### src/logic/gpp_pkg.sv
package gpp_pkg;
  // Port geometry
  localparam int unsigned PORT_COUNT    = 9;   // Ports A..J (no I)
  localparam int unsigned PORT_WIDTH    = 8;   // Pins per port
  localparam int unsigned PORT_STRIDE   = 16;  // Bytes per port block
  // Per-port register offsets inside a port block
  localparam logic [11:0] OFS_DIRECTION = 12'h000;
  localparam logic [11:0] OFS_PIN_LEVEL = 12'h004;
  localparam logic [11:0] OFS_LATCH     = 12'h008;
  // Global registers, placed after the port blocks
  localparam logic [11:0] OFS_PAD_CFG   = 12'h100;
  localparam logic [11:0] OFS_INT_CTL2  = 12'h104;
  localparam logic [11:0] OFS_OD_CTL1   = 12'h108;
  localparam logic [11:0] OFS_OD_CTL2   = 12'h10C;
  localparam logic [11:0] OFS_OD_CTL3   = 12'h110;
  localparam logic [11:0] OFS_RTC_CTL   = 12'h114;
  localparam logic [11:0] OFS_PERIPH_EN = 12'h118;
  // Port indices that own pull-ups
  localparam int unsigned PORT_B = 1;
  localparam int unsigned PORT_D = 3;
  localparam int unsigned PORT_E = 4;
  localparam int unsigned PORT_J = 8;
  // Pad configuration fields
  localparam int unsigned PAD_PU_D_BIT  = 7;
  localparam int unsigned PAD_PU_E_BIT  = 6;
  localparam int unsigned PAD_PU_J_BIT  = 5;
  localparam int unsigned PAD_SEL_LSB   = 1;
  localparam logic [7:0]  PAD_WR_MASK   = 8'hE6;
  localparam logic [7:0]  PAD_RESET     = 8'h00;
  localparam int unsigned INT2_PU_B_BIT = 7;
  // Open-drain control writable masks
  localparam logic [7:0]  OD1_WR_MASK   = 8'hE1;
  localparam logic [7:0]  OD2_WR_MASK   = 8'hFF;
  localparam logic [7:0]  OD3_WR_MASK   = 8'hC0;
  localparam logic [7:0]  REG_RESET     = 8'h00;
  localparam logic [7:0]  DIR_RESET     = 8'hFF;
  // Peripheral slots with open-drain option (16 slots)
  localparam int unsigned PERIPH_COUNT  = 16;
  // Clock pin source codes
  localparam logic [1:0]  RTC_SEL_ALARM = 2'h0;
  localparam logic [1:0]  RTC_SEL_SEC   = 2'h1;
  localparam logic [1:0]  RTC_SEL_OSC   = 2'h2;
  // AXI responses
  localparam logic [1:0]  RESP_OKAY     = 2'h0;
  localparam logic [1:0]  RESP_SLVERR   = 2'h2;
endpackage

### src/logic/gpp_port_top.sv
// Summary of operation
// - Pin read gives pins; pin write loads latch
// - Direction one makes pin input, driver off
// - Direction zero drives latch value onto pin
// - Latch read returns latched values, not pins
// - Enabled peripheral takes over its shared pin
// - Nine ports, each direction, level, latch
// - Four ports have one pull-up enable each
// - B enable control-two bit7; D,E,J pad 7:5
// - Enabled pull-ups follow latch; disabled all off
// - Select 00 alarm, 01 seconds, 10 oscillator
// - Clock pin shows source only when enabled
// - Pad bits 4:3 and 0 read zero
// - Small variant: port J enable reads zero
// - Open-drain option per peripheral control bit
module gpp_port_top
  import gpp_pkg::*;
#(
  parameter bit          SMALL_VARIANT = 1'b0,           // Smaller pin-count part
  parameter int unsigned NUM_PORTS     = PORT_COUNT      // Ports built
)
(
  input  wire logic                              aclk,
  input  wire logic                              aresetn,
  input  wire logic [11:0]                       s_axi_awaddr,
  input  wire logic                              s_axi_awvalid,
  output logic                                   s_axi_awready,
  input  wire logic [31:0]                       s_axi_wdata,
  input  wire logic [3:0]                        s_axi_wstrb,
  input  wire logic                              s_axi_wvalid,
  output logic                                   s_axi_wready,
  output logic [1:0]                             s_axi_bresp,
  output logic                                   s_axi_bvalid,
  input  wire logic                              s_axi_bready,
  input  wire logic [11:0]                       s_axi_araddr,
  input  wire logic                              s_axi_arvalid,
  output logic                                   s_axi_arready,
  output logic [31:0]                            s_axi_rdata,
  output logic [1:0]                             s_axi_rresp,
  output logic                                   s_axi_rvalid,
  input  wire logic                              s_axi_rready,
  input  wire logic [NUM_PORTS*PORT_WIDTH-1:0]   pin_in,
  output logic      [NUM_PORTS*PORT_WIDTH-1:0]   pin_out,
  output logic      [NUM_PORTS*PORT_WIDTH-1:0]   pin_oe_n,
  output logic      [NUM_PORTS*PORT_WIDTH-1:0]   pin_pullup,
  input  wire logic [NUM_PORTS*PORT_WIDTH-1:0]   periph_map,
  input  wire logic [NUM_PORTS*PORT_WIDTH-1:0]   periph_out,
  input  wire logic [NUM_PORTS*PORT_WIDTH-1:0]   periph_oe,
  input  wire logic [NUM_PORTS*PORT_WIDTH*4-1:0] periph_od_slot,
  input  wire logic                              rtc_alarm_pulse,
  input  wire logic                              rtc_seconds_clk,
  input  wire logic                              rtc_source_osc,
  output logic                                   rtc_pin
);
  localparam int unsigned NPINS = NUM_PORTS * PORT_WIDTH;  // Total pins

  // Elaboration check on port count
  if (NUM_PORTS != PORT_COUNT)
    $error("gpp_port_top: NUM_PORTS must equal PORT_COUNT");

  logic [PORT_WIDTH-1:0] direction_reg    [NUM_PORTS];  // One means input
  logic [PORT_WIDTH-1:0] output_latch_reg [NUM_PORTS];  // Output latches
  logic [7:0]            pad_configuration;             // Pull-ups and clock select
  logic [7:0]            interrupt_control_two;         // Bit 7 is port B pull-up
  logic [7:0]            open_drain_ctrl_one;           // Serial port open-drain bits
  logic [7:0]            open_drain_ctrl_two;           // Capture/compare open-drain bits
  logic [7:0]            open_drain_ctrl_three;         // Async serial open-drain bits
  logic                  rtc_pin_out_en;                // Clock pin output enable
  logic [NPINS-1:0]      periph_enable;                 // Software pin takeover mask
  logic [NPINS-1:0]      pin_level;                     // Synchronised pin levels
  logic [PERIPH_COUNT-1:0] od_vec;                      // Flattened open-drain bits

  logic [11:0] wr_addr;   // Captured write address
  logic [31:0] wr_data;   // Captured write data
  logic [3:0]  wr_strb;   // Captured strobes
  logic        have_aw;   // Address held
  logic        have_w;    // Data held
  logic        wr_go;     // Both halves present
  logic        wr_hit;    // Address decoded
  logic [31:0] rd_word;   // Decoded read value
  logic        rd_hit;    // Read address decoded

  // Pin input synchronisers
  gpp_pin_sync #(.WIDTH(NPINS)) u_sync
  (
    .aclk    (aclk),
    .aresetn (aresetn),
    .pin_in  (pin_in),
    .level   (pin_level)
  );

  assign wr_go = have_aw && have_w && !s_axi_bvalid;

  // Write address and data capture, either order
  always_ff @(posedge aclk)
  begin
    if (!aresetn)
    begin
      have_aw       <= 1'b0;
      have_w        <= 1'b0;
      s_axi_awready <= 1'b0;
      s_axi_wready  <= 1'b0;
      wr_addr       <= '0;
      wr_data       <= '0;
      wr_strb       <= '0;
    end
    else
    begin
      // No new address or data while a response is still pending
      s_axi_awready <= !have_aw && !s_axi_awready && !wr_go && !s_axi_bvalid;
      s_axi_wready  <= !have_w && !s_axi_wready && !wr_go && !s_axi_bvalid;
      if (s_axi_awvalid && s_axi_awready)
      begin
        have_aw <= 1'b1;
        wr_addr <= s_axi_awaddr;
      end
      if (s_axi_wvalid && s_axi_wready)
      begin
        have_w  <= 1'b1;
        wr_data <= s_axi_wdata;
        wr_strb <= s_axi_wstrb;
      end
      if (wr_go)
      begin
        have_aw <= 1'b0;
        have_w  <= 1'b0;
      end
    end
  end

  // Write address decode
  always_comb
  begin
    wr_hit = 1'b0;
    if (wr_addr < 12'(NUM_PORTS * PORT_STRIDE))
      wr_hit = (wr_addr[3:0] == OFS_DIRECTION[3:0]) || (wr_addr[3:0] == OFS_PIN_LEVEL[3:0])
            || (wr_addr[3:0] == OFS_LATCH[3:0]);
    else
      case (wr_addr)
        OFS_PAD_CFG, OFS_INT_CTL2, OFS_OD_CTL1, OFS_OD_CTL2,
        OFS_OD_CTL3, OFS_RTC_CTL, OFS_PERIPH_EN: wr_hit = 1'b1;
        default:                                  wr_hit = 1'b0;
      endcase
  end

  // Write response
  always_ff @(posedge aclk)
  begin
    if (!aresetn)
    begin
      s_axi_bvalid <= 1'b0;
      s_axi_bresp  <= RESP_OKAY;
    end
    else if (wr_go)
    begin
      s_axi_bvalid <= 1'b1;
      s_axi_bresp  <= wr_hit ? RESP_OKAY : RESP_SLVERR;
    end
    else if (s_axi_bready)
      s_axi_bvalid <= 1'b0;
  end

  // Per-port direction and latch registers
  always_ff @(posedge aclk)
  begin
    if (!aresetn)
    begin
      for (int p = 0; p < NUM_PORTS; p++)
      begin
        direction_reg[p]    <= DIR_RESET;
        output_latch_reg[p] <= REG_RESET;
      end
    end
    else if (wr_go && wr_strb[0] && wr_addr < 12'(NUM_PORTS * PORT_STRIDE))
    begin
      // Pin-level and latch writes both land in the latch
      if (wr_addr[3:0] == OFS_DIRECTION[3:0])
        direction_reg[wr_addr[7:4]] <= wr_data[7:0];
      else if (wr_addr[3:0] == OFS_PIN_LEVEL[3:0] || wr_addr[3:0] == OFS_LATCH[3:0])
        output_latch_reg[wr_addr[7:4]] <= wr_data[7:0];
    end
  end

  // Global configuration registers
  always_ff @(posedge aclk)
  begin
    if (!aresetn)
    begin
      pad_configuration     <= PAD_RESET;
      interrupt_control_two <= REG_RESET;
      open_drain_ctrl_one   <= REG_RESET;
      open_drain_ctrl_two   <= REG_RESET;
      open_drain_ctrl_three <= REG_RESET;
      rtc_pin_out_en        <= 1'b0;
      periph_enable         <= '0;
    end
    else if (wr_go && wr_strb[0])
    begin
      case (wr_addr)
        OFS_PAD_CFG:
        begin
          // Unimplemented bits stay zero; J enable absent on small part
          pad_configuration <= wr_data[7:0] & PAD_WR_MASK
                               & ~(SMALL_VARIANT ? 8'h20 : 8'h00);
        end
        OFS_INT_CTL2:  interrupt_control_two <= wr_data[7:0];
        OFS_OD_CTL1:   open_drain_ctrl_one   <= wr_data[7:0] & OD1_WR_MASK;
        OFS_OD_CTL2:   open_drain_ctrl_two   <= wr_data[7:0] & OD2_WR_MASK;
        OFS_OD_CTL3:   open_drain_ctrl_three <= wr_data[7:0] & OD3_WR_MASK;
        OFS_RTC_CTL:   rtc_pin_out_en        <= wr_data[0];
        // Only the low 32 pins can be taken over from the bus word
        OFS_PERIPH_EN: periph_enable         <= {{(NPINS-32){1'b0}}, wr_data} & periph_map;
        default:       ;
      endcase
    end
  end

  // Read decode
  always_comb
  begin
    rd_word = '0;
    rd_hit  = 1'b1;
    if (s_axi_araddr < 12'(NUM_PORTS * PORT_STRIDE))
    begin
      case (s_axi_araddr[3:0])
        OFS_DIRECTION[3:0]: rd_word[7:0] = direction_reg[s_axi_araddr[7:4]];
        OFS_PIN_LEVEL[3:0]: rd_word[7:0] = pin_level[s_axi_araddr[7:4]*PORT_WIDTH +: PORT_WIDTH];
        OFS_LATCH[3:0]:     rd_word[7:0] = output_latch_reg[s_axi_araddr[7:4]];
        default:            rd_hit = 1'b0;
      endcase
    end
    else
      case (s_axi_araddr)
        OFS_PAD_CFG:   rd_word[7:0] = pad_configuration;
        OFS_INT_CTL2:  rd_word[7:0] = interrupt_control_two;
        OFS_OD_CTL1:   rd_word[7:0] = open_drain_ctrl_one;
        OFS_OD_CTL2:   rd_word[7:0] = open_drain_ctrl_two;
        OFS_OD_CTL3:   rd_word[7:0] = open_drain_ctrl_three;
        OFS_RTC_CTL:   rd_word[0]   = rtc_pin_out_en;
        OFS_PERIPH_EN: rd_word     = periph_enable[31:0];
        default:       rd_hit = 1'b0;
      endcase
  end

  // Read channel: one cycle address accept, then data
  always_ff @(posedge aclk)
  begin
    if (!aresetn)
    begin
      s_axi_arready <= 1'b0;
      s_axi_rvalid  <= 1'b0;
      s_axi_rdata   <= '0;
      s_axi_rresp   <= RESP_OKAY;
    end
    else
    begin
      s_axi_arready <= !s_axi_arready && !s_axi_rvalid && s_axi_arvalid;
      if (s_axi_arvalid && s_axi_arready)
      begin
        s_axi_rvalid <= 1'b1;
        s_axi_rdata  <= rd_word;
        s_axi_rresp  <= rd_hit ? RESP_OKAY : RESP_SLVERR;
      end
      else if (s_axi_rready)
        s_axi_rvalid <= 1'b0;
    end
  end

  // Peripheral open-drain slots gathered in one vector
  assign od_vec = {open_drain_ctrl_three[7:6], open_drain_ctrl_two, open_drain_ctrl_one[7:5],
                   open_drain_ctrl_one[0], 2'b00};

  // Pin drivers, pull-ups
  always_ff @(posedge aclk)
  begin
    if (!aresetn)
    begin
      pin_out    <= '0;
      pin_oe_n   <= '1;
      pin_pullup <= '0;
    end
    else
    begin
      for (int i = 0; i < NPINS; i++)
      begin
        // Peripheral takes the pin when enabled
        if (periph_enable[i])
        begin
          pin_out[i] <= 1'b0;
          if (od_vec[periph_od_slot[i*4 +: 4]])
            pin_oe_n[i] <= !(periph_oe[i] && !periph_out[i]);
          else
          begin
            pin_out[i]  <= periph_out[i];
            pin_oe_n[i] <= !periph_oe[i];
          end
        end
        else
        begin
          pin_out[i]  <= output_latch_reg[i/PORT_WIDTH][i%PORT_WIDTH];
          pin_oe_n[i] <= direction_reg[i/PORT_WIDTH][i%PORT_WIDTH];
        end
        pin_pullup[i] <= 1'b0;
      end
      // Per-port pull-ups follow latch when the port enable is set
      for (int b = 0; b < PORT_WIDTH; b++)
      begin
        pin_pullup[PORT_B*PORT_WIDTH+b] <= interrupt_control_two[INT2_PU_B_BIT]
                                           && output_latch_reg[PORT_B][b];
        pin_pullup[PORT_D*PORT_WIDTH+b] <= pad_configuration[PAD_PU_D_BIT]
                                           && output_latch_reg[PORT_D][b];
        pin_pullup[PORT_E*PORT_WIDTH+b] <= pad_configuration[PAD_PU_E_BIT]
                                           && output_latch_reg[PORT_E][b];
        pin_pullup[PORT_J*PORT_WIDTH+b] <= pad_configuration[PAD_PU_J_BIT]
                                           && output_latch_reg[PORT_J][b];
      end
    end
  end

  // Clock pin source selection, gated by its enable
  always_ff @(posedge aclk)
  begin
    if (!aresetn)
      rtc_pin <= 1'b0;
    else if (!rtc_pin_out_en)
      rtc_pin <= 1'b0;
    else
      case (pad_configuration[PAD_SEL_LSB +: 2])
        RTC_SEL_ALARM: rtc_pin <= rtc_alarm_pulse;
        RTC_SEL_SEC:   rtc_pin <= rtc_seconds_clk;
        RTC_SEL_OSC:   rtc_pin <= rtc_source_osc;
        default:       rtc_pin <= 1'b0;
      endcase
  end
endmodule

### src/logic/gpp_pin_sync.sv
// Three-stage pin synchroniser; a level change is taken once stages two and three agree
module gpp_pin_sync
  import gpp_pkg::*;
#(
  parameter int unsigned WIDTH = 8
)
(
  input  wire logic             aclk,
  input  wire logic             aresetn,
  input  wire logic [WIDTH-1:0] pin_in,
  output logic      [WIDTH-1:0] level
);
  logic [WIDTH-1:0] stage1;  // Metastability catcher
  logic [WIDTH-1:0] stage2;  // Second stage
  logic [WIDTH-1:0] stage3;  // Third stage

  // Shift chain
  always_ff @(posedge aclk)
  begin
    if (!aresetn)
    begin
      stage1 <= '0;
      stage2 <= '0;
      stage3 <= '0;
    end
    else
    begin
      stage1 <= pin_in;
      stage2 <= stage1;
      stage3 <= stage2;
    end
  end

  // Accept a bit only when the two later stages agree
  always_ff @(posedge aclk)
  begin
    if (!aresetn)
      level <= '0;
    else
      for (int i = 0; i < WIDTH; i++)
        if (stage2[i] == stage3[i])
          level[i] <= stage3[i];
  end
endmodule

### config.mk
export PLATFORM = sky130hd
export DESIGN_NAME = gpp_port_top
export DESIGN_NICKNAME = d
export VERILOG_FILES = /design/src/logic/gpp_pkg.sv /design/src/logic/gpp_port_top.sv /design/src/logic/gpp_pin_sync.sv
export SDC_FILE = /design/constraint.sdc
export NUM_CORES = 2
export LEC_CHECK = 0
export ABC_CLOCK_PERIOD_IN_PS = 3000
export BUFFER_PORTS_ARGS = -buffer_cell sky130_fd_sc_hd__buf_4
export CORE_AREA = 3 3 353 355
export CTS_CLUSTER_DIAMETER = 60
export DETAILED_ROUTE_END_ITERATION = 6
export DIE_AREA = 0 0 356 358
export GPL_TIMING_DRIVEN = 0
export SYNTH_ARGS = -nofsm -noshare
export SYNTH_HDL_FRONTEND = slang
export SYNTH_HIERARCHICAL = 1
export SYNTH_SLANG_ARGS = --single-unit
### constraint.sdc
create_clock -name aclk -period 3 [get_ports aclk]
set_clock_uncertainty 0.15 [all_clocks]
set_input_delay 0 -clock aclk [delete_from_list [all_inputs] [get_ports aclk]]
set_output_delay 0 -clock aclk [all_outputs]
set_load 0.01 [all_outputs]
# [Word level (Yosys, flattened, before mapping)]
# Memories as Yosys holds them, arrays and structs flattened.
# Cells that the tools add are included.
[classes] n_lt_le_gt_ge=74 eq_ne=92 shifts=1 mux=466 n_bitwise=2 reduce_logical=365
[op_table] operator="$mux W1" count=381
[op_table] operator="$lt A4 B5 Y1 const B" count=72
[op_table] operator="$bmux W1 S4" count=72
[op_table] operator="$logic_not A1 Y1" count=224
[op_table] operator="$eq A12 B9 Y1 const B" count=14
[op_table] operator="$logic_and A1 B1 Y1" count=119
[op_table] operator="$and A32 B72 Y72" count=1
[op_table] operator="$eq A1 B1 Y1" count=72
[op_table] operator="$shiftx A72 B8 Y8" count=1
[op_table] operator="$mux W24" count=2
[op_table] operator="$pmux W7 S6" count=1
[op_table] operator="$lt A12 B8 Y1 const B" count=2
[op_table] operator="$mux W8" count=3
[op_table] operator="$pmux W8 S3" count=1
[op_table] operator="$reduce_and A2 Y1" count=8
[op_table] operator="$reduce_or A8 Y1" count=2
[op_table] operator="$reduce_or A7 Y1" count=2
[op_table] operator="$eq A4 B3 Y1 const B" count=2
[op_table] operator="$eq A4 B4 Y1 const B" count=2
[op_table] operator="$logic_not A4 Y1" count=2
[op_table] operator="$mux W4" count=2
[op_table] operator="$pmux W1 S5" count=1
[op_table] operator="$mux W2" count=2
[op_table] operator="$reduce_bool A2 Y1" count=2
[op_table] operator="8 further kinds" count=10
[totals] reg_bits=693 ramBits=144 inputBits=646 out_inout_bits=258 elab_cells=1102 mem_count=2
[mem_list] memory="direction_reg" depth=9 width=8 read_ports=10 rd_ports_with_merged_regs=0 write_ports=9 line_no="gpp_port_top.sv:61" text="logic [PORT_WIDTH-1:0] direction_reg [NUM_PORTS];"
[mem_list] memory="output_latch_reg" depth=9 width=8 read_ports=10 rd_ports_with_merged_regs=0 write_ports=9 line_no="gpp_port_top.sv:62" text="logic [PORT_WIDTH-1:0] output_latch_reg [NUM_PORTS];"

# [Longest topological paths before layout]
[logic_depth] word_depth=9 mapped_depth=8 depth_no_buf=5

# [Hierarchy]
# Netlist, hierarchy kept.
[by_module_without_submodules] module="gpp_port_top" instances=1 cells_each=2294 area_each_um2=26915.8 seq_area_each_um2=13793.2
[by_module_without_submodules] module="gpp_pin_sync" instances=1 cells_each=752 area_each_um2=8735.9 seq_area_each_um2=5765.5

# [Worst setup path before layout]
# OpenSTA, ideal clock, no wires.
[synth_path] path_type="reg2reg" from="register wr_addr[1]" to="memory output_latch_reg[7][0], enable pin" setup_ps=384 arrival_ps=1999 path_slack_ps=467 stages_incl_launch_ff=5 n_path_buf=0 synth_period_minus_slack_ps=2533 path_cell_list="dfxtp_1 > or4_4 > nor4_1 > nand2_1 > o21ai_0"
[synth_rtl] element="from (decl)" line_no="gpp_port_top.sv:73" text="logic [11:0] wr_addr;"
[synth_rtl] element="from (signal assigned)" line_no="gpp_port_top.sv:115" text="wr_addr <= s_axi_awaddr;"
[synth_rtl] element="to (decl)" line_no="gpp_port_top.sv:62"

==> impl.org <==
** Outcome
- The flow ran to the end, and the final reports show no timing, DRC or antenna violations.

** Yosys
- Most used flip-flop cell after synthesis :: sky130_fd_sc_hd__dfxtp_1
- Sequential share of the synthesized area :: 0.549
- Counting flops and latches in the post-synthesis netlist gives ~860.
- Cell Area, Synth :: roughly 36000 um2
- The share of synthesized area in the top cell type comes to 0.343.
- Leading cell type by number of instances after synthesis :: sky130_fd_sc_hd__dfxtp_1
- Most used standard cells in the synthesized netlist :: sky130_fd_sc_hd__dfxtp_1, sky130_fd_sc_hd__and2_1, sky130_fd_sc_hd__nand2_1, sky130_fd_sc_hd__edfxtp_1, sky130_fd_sc_hd__o21ai_0
- For this run, the number of Yosys warnings is 6.
- A synthesized cell averages about 12 um2.
- The synthesized design spends more area on one cell type than any other, namely sky130_fd_sc_hd__dfxtp_1.
- In this run, distinct cell masters in the synthesized netlist total 74.
- Largest cells by area after synthesis :: sky130_fd_sc_hd__dfxtp_1, sky130_fd_sc_hd__edfxtp_1, sky130_fd_sc_hd__mux4_2, sky130_fd_sc_hd__and2_1, sky130_fd_sc_hd__nand2_1
- For this run, asynchronously set or reset flops after synthesis account for 0.
- Number of enable flip-flop cells after synthesis :: approximately 240
- The cell count after synthesis came out at roughly 3000.

** Power
- Worst-case vdd ir drop :: approximately 460 uV
- In this run the static leakage power is a little over 20 nW.
- Power after layout :: roughly 28 mW
- Pwr per Cell Area :: 545 nW/um2

** Setup path
- The signal on the critical path passes through or4_4, nor4_4, nand3_2, nor2b_2, nand2b_2.
- The setup path with the least slack is of type register to register.
- Crit-path slowest cell :: sky130_fd_sc_hd__or4_4
- Total buffers and inverters traversed by the critical path :: 0
- Maximum cell stage delay along the critical path :: between 0.6 and 0.7 ns
- The kind of cell with the highest combined delay along the critical path is simple AND/OR/NAND/NOR gates.
- Data required time of the worst path :: approximately 3.2 ns
- Worst endpoint data arrival time :: 3.17 ns
- STA classifies the critical path startpoint as a register.
- Crit path capture type :: register
- In this run the worst path has a maximum fanout of 9.

** Timing
- For the pin with the worst max-slew slack, the measured transition is about 1.4 ns.
- Headroom to the max-slew limit came out at 0.0948.
- Timing would allow up to around 0.34 GHz.
- Worst setup slack after layout :: about 0.056 ns
- Slew Viols, Final :: 0
- Setup violations remaining at the end of the flow were counted as 0.
- In the finished design, the share of the clock period the worst path needs comes to 0.981.
- Final Hold Viols :: 0
- Time the final worst path needs with I/O delays and setup :: approximately 2.9 ns

** Floorplanning
- Placement Rows :: around 130
- The die covers approximately 130000 um2.
- Area of the core :: 122000 um2
- The initial utilization of the core area, before any placement, comes to 0.293.
- During I/O placement, the number of pins put on the boundary was ~900.
- Horizontal extent of the die :: roughly 360 um
- Vertical extent of the die :: ~360 um

** Final layout
- At the end of the flow, the number of nets in the layout was just over 5000.
- In the final layout, the share of cells above drive strength 1 is 0.275.
- The register with the most flip-flops in the layout has 124 of them.
- Relative area change from synthesis to final layout :: 45.5%
- Once layout is complete, the utilization of the core stands at 0.426.
- The finished layout holds 6142 standard cells, fillers aside.

** GRT
- Via count of the first global-routing pass :: 30006
- Entering global routing, the biggest net connects 21 pins.
- The first global-routing pass estimated approximately 230 mm of wire.
- Global Route Usage Sum :: 0.256
- After global routing the overflow that remains totals 0.
- The number of antenna violations at the first check in global routing was 35.

** Clocking
- The clock reaches the later pin of the worst-skew pair after about 0.71 ns.
- Clock root cell :: sky130_fd_sc_hd__clkbuf_16
- Clock H-tree levels :: 3
- TritonCTS built the clock tree.
- Number of buffers created by CTS :: 100
- Counting along the longest clock path gives a buffer depth of 3.
- Post-CTS clock slew at the launch and capture registers of the worst setup and hold paths :: about 0.060 ns
- CTS Sinks :: 855

** Flow run
- Across the run, the number of max-cap violations was 0.

** Drt
- The detailed router finished its first iteration with 3466 violations.
- Antenna viol nets, final :: 0
- Vias post-DR :: roughly 31000
- Summed over all layers, the routed wires come to 169 mm.
- Average wire per standard cell :: between 20 and 30 um
- # DRC :: 0
- In the routed layout, each cell is associated on average with a via count of 4.99.
- DR pass1 iterations :: 6

** Place
- Including well taps, the total number of placed cells is approximately 5400.
- Timing analysis after detailed placement gives a worst setup slack of -0.631 ns.
- Count of input and output buffers :: approximately 570
- Once detailed placement completed, the half-perimeter wirelength came to around 130 mm.
- The congestion estimate from routability-driven global placement came to between 0.9 and 1.

** Min path
- Worst min-delay path category :: input port to register
[tightest hold or removal path, cell delays in order]
cell                            delay, ns
sky130_fd_sc_hd__dlygate4sd3_1       0.53
sky130_fd_sc_hd__buf_4               0.15
sky130_fd_sc_hd__nand3_1             0.08
sky130_fd_sc_hd__a21boi_1            0.06
[through the flow]
| step | area, um2 | hold slack (ns) | TNS [ns] |
|---|---|---|---|
| 6_report | 51900 | 0.0276 | 0 |
| 3_3_place_gp | 42500 | 0.0616 | -44.56 |
| 2_1_floorplan | 36200 | -0.0317 | 0 |
| 4_1_cts | 51800 | 0.00283 | 0 |
| 3_5_place_dp | 42500 | 0.0603 | -37.50 |
| 5_1_grt | 51900 | 0.0281 | -0.000219 |
[cells by family (layout without fill, tap and decap cells)]
group                  count (synthesis)  count (layout)  share of synthesized area
AND/OR/NAND/NOR                     1113            1113                      0.175
flip-flops                           855             855                      0.549
AO/OA/AOI/OAI                        500             500                     0.0978
multiplexers                         316             316                      0.141
buffers and inverters                260            1574                     0.0371
other                                  1             158                   0.000105
XOR/XNOR                               1               1                   0.000246
[metal layers]
layer / vias up / GRT usage / routed length [um]
met5: - / 0 / 92
met4: 14 / 0.112 / 8400
met3: 314 / 0.0601 / 16900
met2: 1681 / 0.403 / 75200
met1: 15173 / 0.335 / 68300
li1: 13465 / - / -
[final cells by class]
class | instances | area [um2]
inverters | 15 | 56.3
plain buffers | 244 | 1280
clock buffers | 141 | 2990
clock inverters | 48 | 743
repair buffers | 1126 | 9820
diodes | 16 | 40.0
flip-flops and latches | 855 | 19600
well taps | 1625 | 2030
multi-input cells | 2072 | 15400
fillers | 11615 | 69800
[cells in the final DEF, fill, tap and decap left out, drive strengths merged, types with 33 or more instances in the layout]
master,instances
a21boi,152
o22ai,33
mux2i,100
clkbuf,286
o21ai,148
nand3,84
mux2,73
and3,38
or2,75
buf,681
dfxtp,611
conb,142
a21oi,50
mux4,143
and2,335
edfxtp,244
nand2,276
nand3b,34
nor2b,93
nor2,55
nand2b,54
dlygate4sd3,544
[report_power, final]
part	switching (mW)	leakage (nW)	internal (mW)	total, mW
sequential	0.226	7.24	12.2	12.4
combinational	1.20	11.0	1.27	2.48
clock	5.35	1.83	8.04	13.4
total	6.78	20.1	21.5	28.3
[final timing paths]
kind                     startpoint                endpoint  slack [ns]  cells after the start
hold reg to reg   u_sync/stage1[27]       u_sync/stage2[27]        0.28                      1
hold / removal       periph_map[26]       periph_enable[26]        0.03                      4
setup / recovery         wr_addr[1]  output_latch_reg[0][5]        0.06                      5
setup reg to reg         wr_addr[1]  output_latch_reg[0][5]        0.06                      5
[repair_timing]
| action | in CTS | in global routing |
|---|---|---|
| buffers inserted | 8 | 0 |
| hold buffers | 544 | 0 |
| resized for setup | 11 | 28 |
| pin swaps | 2 | 0 |
| endpoints found under the setup margin | 114 | 96 |
| hold endpoints to repair | 444 | 0 |
No activity file was read; power rests on OpenSTA's default activity.
